`config.mk`:
```
export PLATFORM = sky130hd
export DESIGN_NAME = crcs_top
export DESIGN_NICKNAME = d
export VERILOG_FILES = /design/src/verilog/crcs_top.v /design/src/verilog/crcs_rst_sync.v
export VERILOG_INCLUDE_DIRS = /design/src /design/src/verilog
export SDC_FILE = /design/constraint.sdc
export NUM_CORES = 1
export LEC_CHECK = 0
export BUFFER_PORTS_ARGS = -buffer_cell sky130_fd_sc_hd__buf_2
export CAP_MARGIN = 30
export CORE_MARGIN = 1.5
export CORE_UTILIZATION = 41
export CTS_CLUSTER_DIAMETER = 50
export CTS_CLUSTER_SIZE = 12
export DETAILED_ROUTE_END_ITERATION = 10
export PLACE_DENSITY_LB_ADDON = 0.05
export SLEW_MARGIN = 20
export SYNTH_ARGS = -nofsm -noshare
export SYNTH_HDL_FRONTEND = slang
export SYNTH_SLANG_ARGS = --single-unit
```
`constraint.sdc`:
```
create_clock -name hclk -period 1.94 [get_ports hclk]
set_input_delay 0 -clock hclk [delete_from_list [all_inputs] [get_ports hclk]]
set_output_delay 0 -clock hclk [all_outputs]
set_load 0.05 [all_outputs]
```
`src/verilog/crcs_consts.vh`:
```
// Constants for the chip reset and clock sequencer.
`ifndef CRCS_CONSTS_VH
`define CRCS_CONSTS_VH

// Clock rate of the main system clock, in MHz.
`define CRCS_CLK_MHZ 10

// Times as printed, and the derived cycle counts.
`define CRCS_TUNE_US 1
`define CRCS_HOLD_US 2
`define CRCS_POR_MS 21
`define CRCS_PIN_US 760
`define CRCS_BYTE_US 91
`define CRCS_TUNE_CYC (`CRCS_TUNE_US * `CRCS_CLK_MHZ)
`define CRCS_HOLD_CYC (`CRCS_HOLD_US * `CRCS_CLK_MHZ)
`define CRCS_POR_CYC (`CRCS_POR_MS * 1000 * `CRCS_CLK_MHZ)
`define CRCS_PIN_CYC (`CRCS_PIN_US * `CRCS_CLK_MHZ)
`define CRCS_BYTE_CYC (`CRCS_BYTE_US * `CRCS_CLK_MHZ)
`define CRCS_DRST_CYC 4

// Register byte offsets.
`define CRCS_OFS_BYTE_TEST 8'h00
`define CRCS_OFS_HW_CONFIG 8'h04
`define CRCS_OFS_PWR_MGMT 8'h08
`define CRCS_OFS_RESET_CONTROL_REG 8'h0C

// Field positions.
`define CRCS_HWC_READY 27
`define CRCS_HWC_LATCH_LSB 8
`define CRCS_PMC_READY 0
`define CRCS_PMC_PLL_DIS 1
`define CRCS_PMC_OSC_HALT 2
`define CRCS_PMC_PWR_SAVE 3
`define CRCS_PMC_CLK_TEST 4
`define CRCS_PMC_PLL_OFF 8
`define CRCS_RSC_DIGITAL 0

// Reset values and fixed patterns.
`define CRCS_BYTE_TEST_VALUE 32'h8765_4321
`define CRCS_BYTE_TEST_INVALID 32'h0000_0000
`define CRCS_PMC_RESET 5'h00

`endif

```
`src/verilog/crcs_top.v`:
```
// Chip reset and clock sequencer with an AHB-Lite register slave.
//
// Overview of operation
// - Main system clock comes from the PHY clocking; all sub-clocks derive.
// - PHY PLL turns off only on request and with every PHY powered down.
// - Oscillator may be halted while a power-saving mode is active.
// - Test option drives the oscillator output onto the interrupt pin.
// - Power-on or reset pin asserts every internal reset.
// - Strap latches follow pins during chip reset, close on release.
// - Digital reset restores soft straps from latched pins, no resampling.
// - All three resets hit core blocks and run loader; digital spares PHYs.
// - Strap-shared output pins float during chip reset, not digital reset.
// - Byte-order register reads invalid until host resets complete.
// - Ready flag in two registers sets only after whole reset completes.
// - Writes while ready is clear are ignored.
// - After chip reset release, send a 1 us active-low tuning pulse.
// - Enable output pins 2 us after the tuning pulse.
// - After pins enable, synchronise reset to system clock as master reset.
// - Master reset drives local block resets and clock generation reset.
// - PHY common, supervision and PLL keep their own internal reset.
// - Completion takes 21 ms after power-on plus 91 us per loaded byte.
//
// The implementer's own choices: the placing of the registers and the AHB-Lite interface to the registers.
`timescale 1ns/1ps
`default_nettype none
`include "crcs_consts.vh"

module crcs_top #(
    parameter STRAP_W = 8,
    parameter NUM_PHY = 2,
    parameter [31:0] POR_CYC = `CRCS_POR_CYC,
    parameter [31:0] PIN_CYC = `CRCS_PIN_CYC,
    parameter [31:0] DIG_CYC = `CRCS_PIN_CYC,
    parameter [31:0] BYTE_CYC = `CRCS_BYTE_CYC
) (
    // Main system clock and power-on reset.
    input wire hclk,
    input wire hresetn,
    // External reset pin, active low, asynchronous.
    input wire rst_pin_n,
    // Configuration strap pins.
    input wire [STRAP_W-1:0] strap_pin,
    // AHB-Lite slave.
    input wire hsel,
    input wire [7:0] haddr,
    input wire [1:0] htrans,
    input wire hwrite,
    input wire [2:0] hsize,
    input wire [31:0] hwdata,
    input wire hready,
    output wire hreadyout,
    output wire hresp,
    output reg [31:0] hrdata,
    // PHY power state and loader byte count, same clock.
    input wire [NUM_PHY-1:0] phy_powered_down,
    input wire [15:0] loader_bytes,
    // Clock control.
    output reg pll_enable,
    output reg osc_halt_allow,
    output reg irq_osc_select,
    // Pad tuning and strap-shared output enable.
    output reg tune_pulse_n,
    output reg strap_pin_oe,
    // Reset outputs.
    output reg master_rst_n,
    output reg clkgen_rst_n,
    output reg core_rst_n,
    output reg phy_rst_n,
    output reg loader_start,
    // Latched and soft straps, ready flag.
    output reg [STRAP_W-1:0] strap_latched,
    output reg [STRAP_W-1:0] soft_strap,
    output reg ready
);

    // Sequencer states, in the order a chip reset walks through them; S_DRST is entered only by a digital reset.
    localparam [2:0] S_TUNE = 3'd0;
    localparam [2:0] S_HOLD = 3'd1;
    localparam [2:0] S_MREL = 3'd2;
    localparam [2:0] S_LOAD = 3'd3;
    localparam [2:0] S_READY = 3'd4;
    localparam [2:0] S_DRST = 3'd5;
    // Phase lengths in system clock cycles; tune and hold follow the clock rate, DRST_CYC is a fixed 4.
    localparam [31:0] TUNE_CYC = `CRCS_TUNE_CYC;
    localparam [31:0] HOLD_CYC = `CRCS_HOLD_CYC;
    localparam [31:0] DRST_CYC = `CRCS_DRST_CYC;

    // Internal resets, synchronised straps and sequencer bookkeeping.
    wire chip_arst_n;
    wire chip_rst_n;
    reg [STRAP_W-1:0] strap_s1;
    reg [STRAP_W-1:0] strap_s2;
    reg [2:0] state;
    reg [31:0] cnt;
    reg por_cause;
    reg host_done;
    reg [4:0] pmc;
    reg dig_req;
    reg dph_write;
    reg [7:0] dph_addr;
    wire aph_valid;
    wire [31:0] load_base;
    wire [31:0] load_total;
    wire [31:0] byte_cycles;
    reg [31:0] next_rdata;
    wire wr_ok;

    // Either source drops the chip reset at once; the release is
    // synchronised so no flop leaves reset on a racing edge.
    assign chip_arst_n = hresetn & rst_pin_n;
    crcs_rst_sync u_chip_sync (
        .clk(hclk),
        .arst_n(chip_arst_n),
        .srst_n(chip_rst_n)
    );

    // Strap pins come from outside and cross two flops first.
    always @(posedge hclk) begin
        strap_s1 <= strap_pin;
        strap_s2 <= strap_s1;
    end

    // The latch is open while chip reset holds and closes on release.
    // It has no reset of its own: its reset value is the pins themselves.
    always @(posedge hclk) begin
        if (!chip_rst_n) begin
            strap_latched <= strap_s2;
        end
    end

    // Remember whether power-on caused the reset; the load time differs.
    always @(posedge hclk or negedge hresetn) begin
        if (!hresetn) begin
            por_cause <= 1'b1;
        end else if (state == S_READY) begin
            por_cause <= 1'b0;
        end
    end

    // Loader time grows with the bytes it fetches.
    assign byte_cycles = BYTE_CYC * {16'h0000, loader_bytes};
    assign load_base = por_cause ? POR_CYC : PIN_CYC;
    assign load_total = load_base + byte_cycles;

    // Sequencer: tune, hold, release master reset, load, ready.
    always @(posedge hclk or negedge chip_rst_n) begin
        if (!chip_rst_n) begin
            state <= S_TUNE;
            cnt <= 32'h0000_0000;
            tune_pulse_n <= 1'b1;
            strap_pin_oe <= 1'b0;
            master_rst_n <= 1'b0;
            clkgen_rst_n <= 1'b0;
            core_rst_n <= 1'b0;
            phy_rst_n <= 1'b0;
            loader_start <= 1'b0;
            ready <= 1'b0;
            host_done <= 1'b0;
        end else begin
            loader_start <= 1'b0;
            case (state)
                S_TUNE: begin
                    // The pulse drops on the first edge out of reset and
                    // rises on the edge that sees the full count, so it is
                    // low for exactly TUNE_CYC cycles.
                    tune_pulse_n <= 1'b0;
                    if (cnt == TUNE_CYC) begin
                        tune_pulse_n <= 1'b1;
                        cnt <= 32'h0000_0000;
                        state <= S_HOLD;
                    end else begin
                        cnt <= cnt + 32'h0000_0001;
                    end
                end
                S_HOLD: begin
                    if (cnt == HOLD_CYC - 32'h0000_0001) begin
                        strap_pin_oe <= 1'b1;
                        cnt <= 32'h0000_0000;
                        state <= S_MREL;
                    end else begin
                        cnt <= cnt + 32'h0000_0001;
                    end
                end
                S_MREL: begin
                    // Pins are out; the release is now on the system clock.
                    master_rst_n <= 1'b1;
                    clkgen_rst_n <= 1'b1;
                    core_rst_n <= 1'b1;
                    phy_rst_n <= 1'b1;
                    host_done <= 1'b1;
                    loader_start <= 1'b1;
                    cnt <= load_total;
                    state <= S_LOAD;
                end
                S_LOAD: begin
                    // Stopping at one raises ready exactly cnt edges after
                    // the start; the less-than keeps a zero count from wrapping.
                    if (cnt <= 32'h0000_0001) begin
                        ready <= 1'b1;
                        state <= S_READY;
                    end else begin
                        cnt <= cnt - 32'h0000_0001;
                    end
                end
                S_READY: begin
                    if (dig_req) begin
                        // PHYs stay up and pins keep driving.
                        ready <= 1'b0;
                        host_done <= 1'b0;
                        core_rst_n <= 1'b0;
                        cnt <= 32'h0000_0000;
                        state <= S_DRST;
                    end
                end
                S_DRST: begin
                    // Only the core reset is pulsed; PHYs and pin drivers keep
                    // running, so links stay up across a digital reset.
                    if (cnt == DRST_CYC - 32'h0000_0001) begin
                        core_rst_n <= 1'b1;
                        host_done <= 1'b1;
                        loader_start <= 1'b1;
                        cnt <= DIG_CYC + byte_cycles;
                        state <= S_LOAD;
                    end else begin
                        cnt <= cnt + 32'h0000_0001;
                    end
                end
                default: begin
                    state <= S_TUNE;
                    cnt <= 32'h0000_0000;
                end
            endcase
        end
    end

    // AHB-Lite address phase; the slave never stretches a transfer.
    assign hreadyout = 1'b1;
    assign hresp = 1'b0;
    assign aph_valid = hsel & hready & htrans[1];
    assign wr_ok = dph_write & ready;

    always @(posedge hclk or negedge hresetn) begin
        if (!hresetn) begin
            dph_write <= 1'b0;
            dph_addr <= 8'h00;
        end else if (hready) begin
            dph_write <= aph_valid & hwrite;
            dph_addr <= haddr;
        end
    end

    // Soft straps reload from the latched pins on any reset, and software
    // may change them only once the device is ready.
    always @(posedge hclk or negedge chip_rst_n) begin
        if (!chip_rst_n) begin
            soft_strap <= {STRAP_W{1'b0}};
        end else if (state == S_TUNE || state == S_DRST) begin
            soft_strap <= strap_latched;
        end else if (wr_ok && dph_addr == `CRCS_OFS_HW_CONFIG) begin
            soft_strap <= hwdata[STRAP_W-1:0];
        end
    end

    // Clock control bits; a digital reset leaves them alone.
    always @(posedge hclk or negedge chip_rst_n) begin
        if (!chip_rst_n) begin
            pmc <= `CRCS_PMC_RESET;
        end else if (wr_ok && dph_addr == `CRCS_OFS_PWR_MGMT) begin
            pmc <= hwdata[4:0];
        end
    end

    // Digital reset request; the sequencer consumes it the next cycle.
    always @(posedge hclk or negedge chip_rst_n) begin
        if (!chip_rst_n) begin
            dig_req <= 1'b0;
        end else if (state == S_DRST) begin
            dig_req <= 1'b0;
        end else if (wr_ok && dph_addr == `CRCS_OFS_RESET_CONTROL_REG) begin
            dig_req <= hwdata[`CRCS_RSC_DIGITAL];
        end
    end

    // The PLL and oscillator controls sit outside the PHY's own reset
    // domain, so only the chip reset touches them here.
    always @(posedge hclk or negedge chip_rst_n) begin
        if (!chip_rst_n) begin
            pll_enable <= 1'b1;
            osc_halt_allow <= 1'b0;
            irq_osc_select <= 1'b0;
        end else begin
            pll_enable <= ~(pmc[`CRCS_PMC_PLL_DIS] & (&phy_powered_down));
            osc_halt_allow <= pmc[`CRCS_PMC_OSC_HALT] &
                pmc[`CRCS_PMC_PWR_SAVE];
            irq_osc_select <= pmc[`CRCS_PMC_CLK_TEST];
        end
    end

    // Read mux for the next data phase.
    // The byte-order pattern stays invalid until the host side is out
    // of reset, so software may poll it from the first cycle.
    always @* begin
        next_rdata = 32'h0000_0000;
        case (haddr)
            `CRCS_OFS_BYTE_TEST: begin
                next_rdata = host_done ? `CRCS_BYTE_TEST_VALUE :
                    `CRCS_BYTE_TEST_INVALID;
            end
            `CRCS_OFS_HW_CONFIG: begin
                next_rdata[`CRCS_HWC_READY] = ready;
                next_rdata[STRAP_W-1:0] = soft_strap;
                next_rdata[`CRCS_HWC_LATCH_LSB+STRAP_W-1:
                    `CRCS_HWC_LATCH_LSB] = strap_latched;
            end
            `CRCS_OFS_PWR_MGMT: begin
                next_rdata[4:0] = pmc;
                next_rdata[`CRCS_PMC_READY] = ready;
                next_rdata[`CRCS_PMC_PLL_OFF] = ~pll_enable;
            end
            `CRCS_OFS_RESET_CONTROL_REG: begin
                next_rdata[`CRCS_RSC_DIGITAL] = dig_req | (state == S_DRST);
            end
            default: begin
                next_rdata = 32'h0000_0000;
            end
        endcase
    end

    // Read data is registered at the address phase and stands in the data
    // phase; hresetn, not chip reset, clears it so the bus stays sane.
    always @(posedge hclk or negedge hresetn) begin
        if (!hresetn) begin
            hrdata <= 32'h0000_0000;
        end else if (aph_valid && !hwrite) begin
            hrdata <= next_rdata;
        end
    end

endmodule // crcs_top

`default_nettype wire

```
`src/verilog/crcs_rst_sync.v`:
```
// Reset synchroniser: asserts at once, releases after two clock edges.
`timescale 1ns/1ps
`default_nettype none

module crcs_rst_sync (
    // Clock and raw asynchronous reset.
    input wire clk,
    input wire arst_n,
    // Synchronised reset.
    output wire srst_n
);

    reg stage1;
    reg stage2;

    // Only the second flop is seen outside, so a metastable first stage
    // has a whole cycle to settle before anything reads it.
    always @(posedge clk or negedge arst_n) begin
        if (!arst_n) begin
            stage1 <= 1'b0;
            stage2 <= 1'b0;
        end else begin
            stage1 <= 1'b1;
            stage2 <= stage1;
        end
    end

    assign srst_n = stage2;

endmodule // crcs_rst_sync

`default_nettype wire

```
==> reports/results.tsv <==
metric	value	unit
outcome	finished, violations left	
violations	negative setup slack	
io_pins	138	
dpl.hpwl	24.48	mm
powerDensity	1732	mW/mm^2
critical_path_class	in2reg	
htreeDepth	3	
yosysUniqueCellTypes	75	
vias	10300	
io_buffers	100	
syn2layout_area_growth	58.73	%
wl_per_cell	17.15	um
crit_chain	buf_2 -> inv_2 -> buf_4 -> fa_1 -> inv_1 -> ha_4 -> ha_4 -> xnor2_2 -> fa_1 -> inv_2 -> ha_4 -> buf_4 -> and2_4 -> and3_1 -> a211o_1 -> and4_1 -> buf_4 -> and3_4 -> buf_4 -> buf_6 -> and4_1 -> o21ai_1 -> a41oi_1 -> a21o_1	
hold_viol	0	
path_common_cell	buf_4	
finalCritPeriodShare	2.136	
synth_flop_cell	dfrtp_1	
die_h	157.0	um
antenna_cells	0	
start_util	0.4156	
syn_avg_cell_area	8.362	um^2
antenna_found_initial	0	
fillers	2023	
synth_warnings	0	
die-area	0.02465	mm^2
globalplace.congestion	0.9338	
core_area	0.02340	mm^2
critPathMaxFanout	5	
slowest_delay	500	ps
fin_ws	-2203	ps
ir_worst_vdd	1.406	mV
root_buffer	clkbuf_16	
clock_sinks	111	
rr_worst_depth	9	
async_flop_share	0.7838	
grt_usage	0.2634	
layout-drive-gt1-share	0.4569	
synth_cells	1163	
crit_path_start_kind	primary input	
synth_edf_count	8	
hold_depth	2	
fin_skew	13.41	ps
maxCapViolCount	0	
path_clk_slew	90	ps
rows	56	
end_kind	register	
max_freq	0.2414	GHz
drt_first_pass_iters	6	
leakagePower	7.002	nW
cpMaxStageDelayCell	fa_1	
synth_area	0.009726	mm^2
clock_path_buffers	2	
yosysSeqAreaShare	0.2819	
clk_latency	370	ps
worstPathRequired	2200	ps
totalWireLength	32.91	mm
finalSetupTns	-55470	ps
viasPerCell	5.366	
final_max_slew_viol_count	0	
grt_pass1_vias	9975	
worstMarginPinSlew	791.1	ps
cts_tree	done	
setup_viol	40	
ys_ff_latch	111	
rsz0062_at_grt	yes	
slew_headroom	0.4726	
period_minus_slack	4143	ps
cts_buffers	9	
die_width	157.0	um
grt_max_degree	58	
dp_slack	-2788	ps
nNetsFinal	1778	
grt_pass1_wl	51.07	mm
drc	0	
drt-initial-drc-count	669	
crit_arrival	4400	ps
min_path_type	in2reg	
overflow	0	
ant_nets	0	
## where the power goes
part | internal, mW | switching [mW] | leakage [nW]
clock network | 0.940 | 1.05 | 0.152
logic | 11.4 | 10.7 | 5.63
registers | 2.54 | 0.153 | 1.22
total | 14.9 | 11.9 | 7.00
## synthesized netlist by cell type (7+ instances only)
cell	count	area [um^2]
xnor2_1	37	324.1
clkbuf_1	46	172.7
a31oi_1	13	81.33
nand3_1	18	90.09
buf_4	18	135.1
o211ai_1	10	75.07
mux2i_1	10	100.1
dfxtp_1	16	320.3
fa_1	32	640.6
nor4_1	18	112.6
a22oi_1	7	52.55
o31ai_1	10	75.07
inv_1	104	390.4
edfxtp_1	8	240.2
o22ai_1	19	118.9
and3_1	11	68.82
and2_1	10	62.56
ha_1	74	925.9
a22o_1	8	70.07
nor3_1	24	120.1
nor2_1	79	296.5
xor2_1	20	175.2
a221oi_1	11	96.34
nand2_1	121	454.2
a21oi_1	75	375.4
and4_1	11	96.34
dfrtp_1	84	2102
a21o_1	15	112.6
a211oi_1	12	90.09
buf_2	12	60.06
o221ai_1	7	61.31
or4_1	7	52.55
mux2_2	15	168.9
o21ai_0	83	415.4
nand2b_1	10	62.56
nand4_1	15	93.84
## layer usage
layer  global-route usage  vias to the layer above  wire length (um)
met1               0.3427                     4952             14400
met2               0.4511                      282             16280
li1                     -                     5004                 -
met5                    0                        -                 0
met4              0.09838                        0               999
met3              0.02808                       60              1238
## critical path: cells and delay by family
kind | cells | cell delay [ps]
compound gates | 4 | 690
xor+xnor | 1 | 140
fa+ha+maj | 5 | 1680
buf+inv | 9 | 920
simple gates | 5 | 960
## path summary, 6_finish.rpt
kind | slack [ps] | start | endpoint
min | 20 | hready | dph_write$_DFFE_PN0P_
max | -2200 | loader_bytes[4] | cnt[19]$_DFFE_PN0P_
max in group asynchronous | 940 | u_chip_sync.srst_n$_DFF_PN0_ | cnt[8]$_DFFE_PN0P_
max reg2reg | -1380 | cnt[14]$_DFFE_PN0P_ | cnt[16]$_DFFE_PN0P_
min in group asynchronous | 30 | hresetn | dph_addr[2]$_DFFE_PN0P_
min reg2reg | 330 | strap_s1[0]$_DFF_P_ | strap_s2[0]$_DFF_P_
## sequential cells by signal, indices dropped and copies added (netlist names)
signal	cells
cnt	32
hrdata	18
dph_addr	8
soft_strap	8
strap_latched	8
strap_s1	8
strap_s2	8
pmc	4
state	3
dig_req	1
dph_write	1
host_done	1
irq_osc_select	1
loader_start	1
osc_halt_allow	1
phy_rst_n	1
pll_enable	1
por_cause	1
ready	1
strap_pin_oe	1
tune_pulse_n	1
u_chip_sync.srst_n	1
u_chip_sync.stage1	1
## layout by cell type (no fill, tap or decap), types with 37 or more instances in the layout
| cell type | synthesis | final |
|---|---|---|
| buf_4 | 18 | 306 |
| nand2_1 | 121 | 109 |
| buf_2 | 12 | 90 |
| dfrtp_1 | 84 | 83 |
| nor2_1 | 79 | 71 |
| inv_1 | 104 | 68 |
| buf_6 | 2 | 54 |
| a21oi_1 | 75 | 48 |
| o21ai_0 | 83 | 41 |
| ha_4 | 0 | 40 |
| o21ai_1 | 2 | 37 |
## cell families after synthesis
| family | Yosys count | share of synthesized area |
|---|---|---|
| AO/OA/AOI/OAI | 320 | 0.2120 |
| XOR/XNOR | 57 | 0.05133 |
| adder cells (fa/ha/maj) | 106 | 0.1611 |
| buffers and inverters | 182 | 0.08028 |
| flip-flops | 111 | 0.2819 |
| multiplexers | 26 | 0.02998 |
| other | 2 | 0.0007722 |
| AND/OR/NAND/NOR | 359 | 0.1827 |
## final cells by class
cell class | instances | area [um^2] | area share
multi-input cells | 879 | 7749 | 0.5019
repair buffers | 490 | 3821 | 0.2475
flip-flops and latches | 111 | 2743 | 0.1777
inverters | 104 | 409.1 | 0.02650
well taps | 319 | 399.1 | 0.02586
clock buffers | 9 | 225.2 | 0.01459
clock inverters | 7 | 91.34 | 0.005917
## metrics by stage
stage | hold slack [ps] | power (mW) | util | std cells | area, um^2
after floorplan | -295.6 | 13.38 | - | 1171 | 10400
after global placement | -121.3 | 19.60 | 0.5634 | 1823 | 13180
after detailed placement | -111.7 | 19.74 | 0.5634 | 1823 | 13180
after CTS | 15.00 | 25.40 | 0.6398 | 1902 | 14970
after global routing | 30.82 | 28.58 | 0.6596 | 1919 | 15440
final | 20.88 | 26.74 | 0.6596 | 1919 | 15440
## repair_timing
action                                  4_1_cts  5_1_grt
gates cloned                                  1        2
buffers inserted                             33       24
pin swaps                                   124       81
hold endpoints to repair                     59        0
gates resized for setup                     212       90
hold buffers                                 29        0
endpoints found under the setup margin       49       52
No activity file was read; power rests on OpenSTA's default activity.
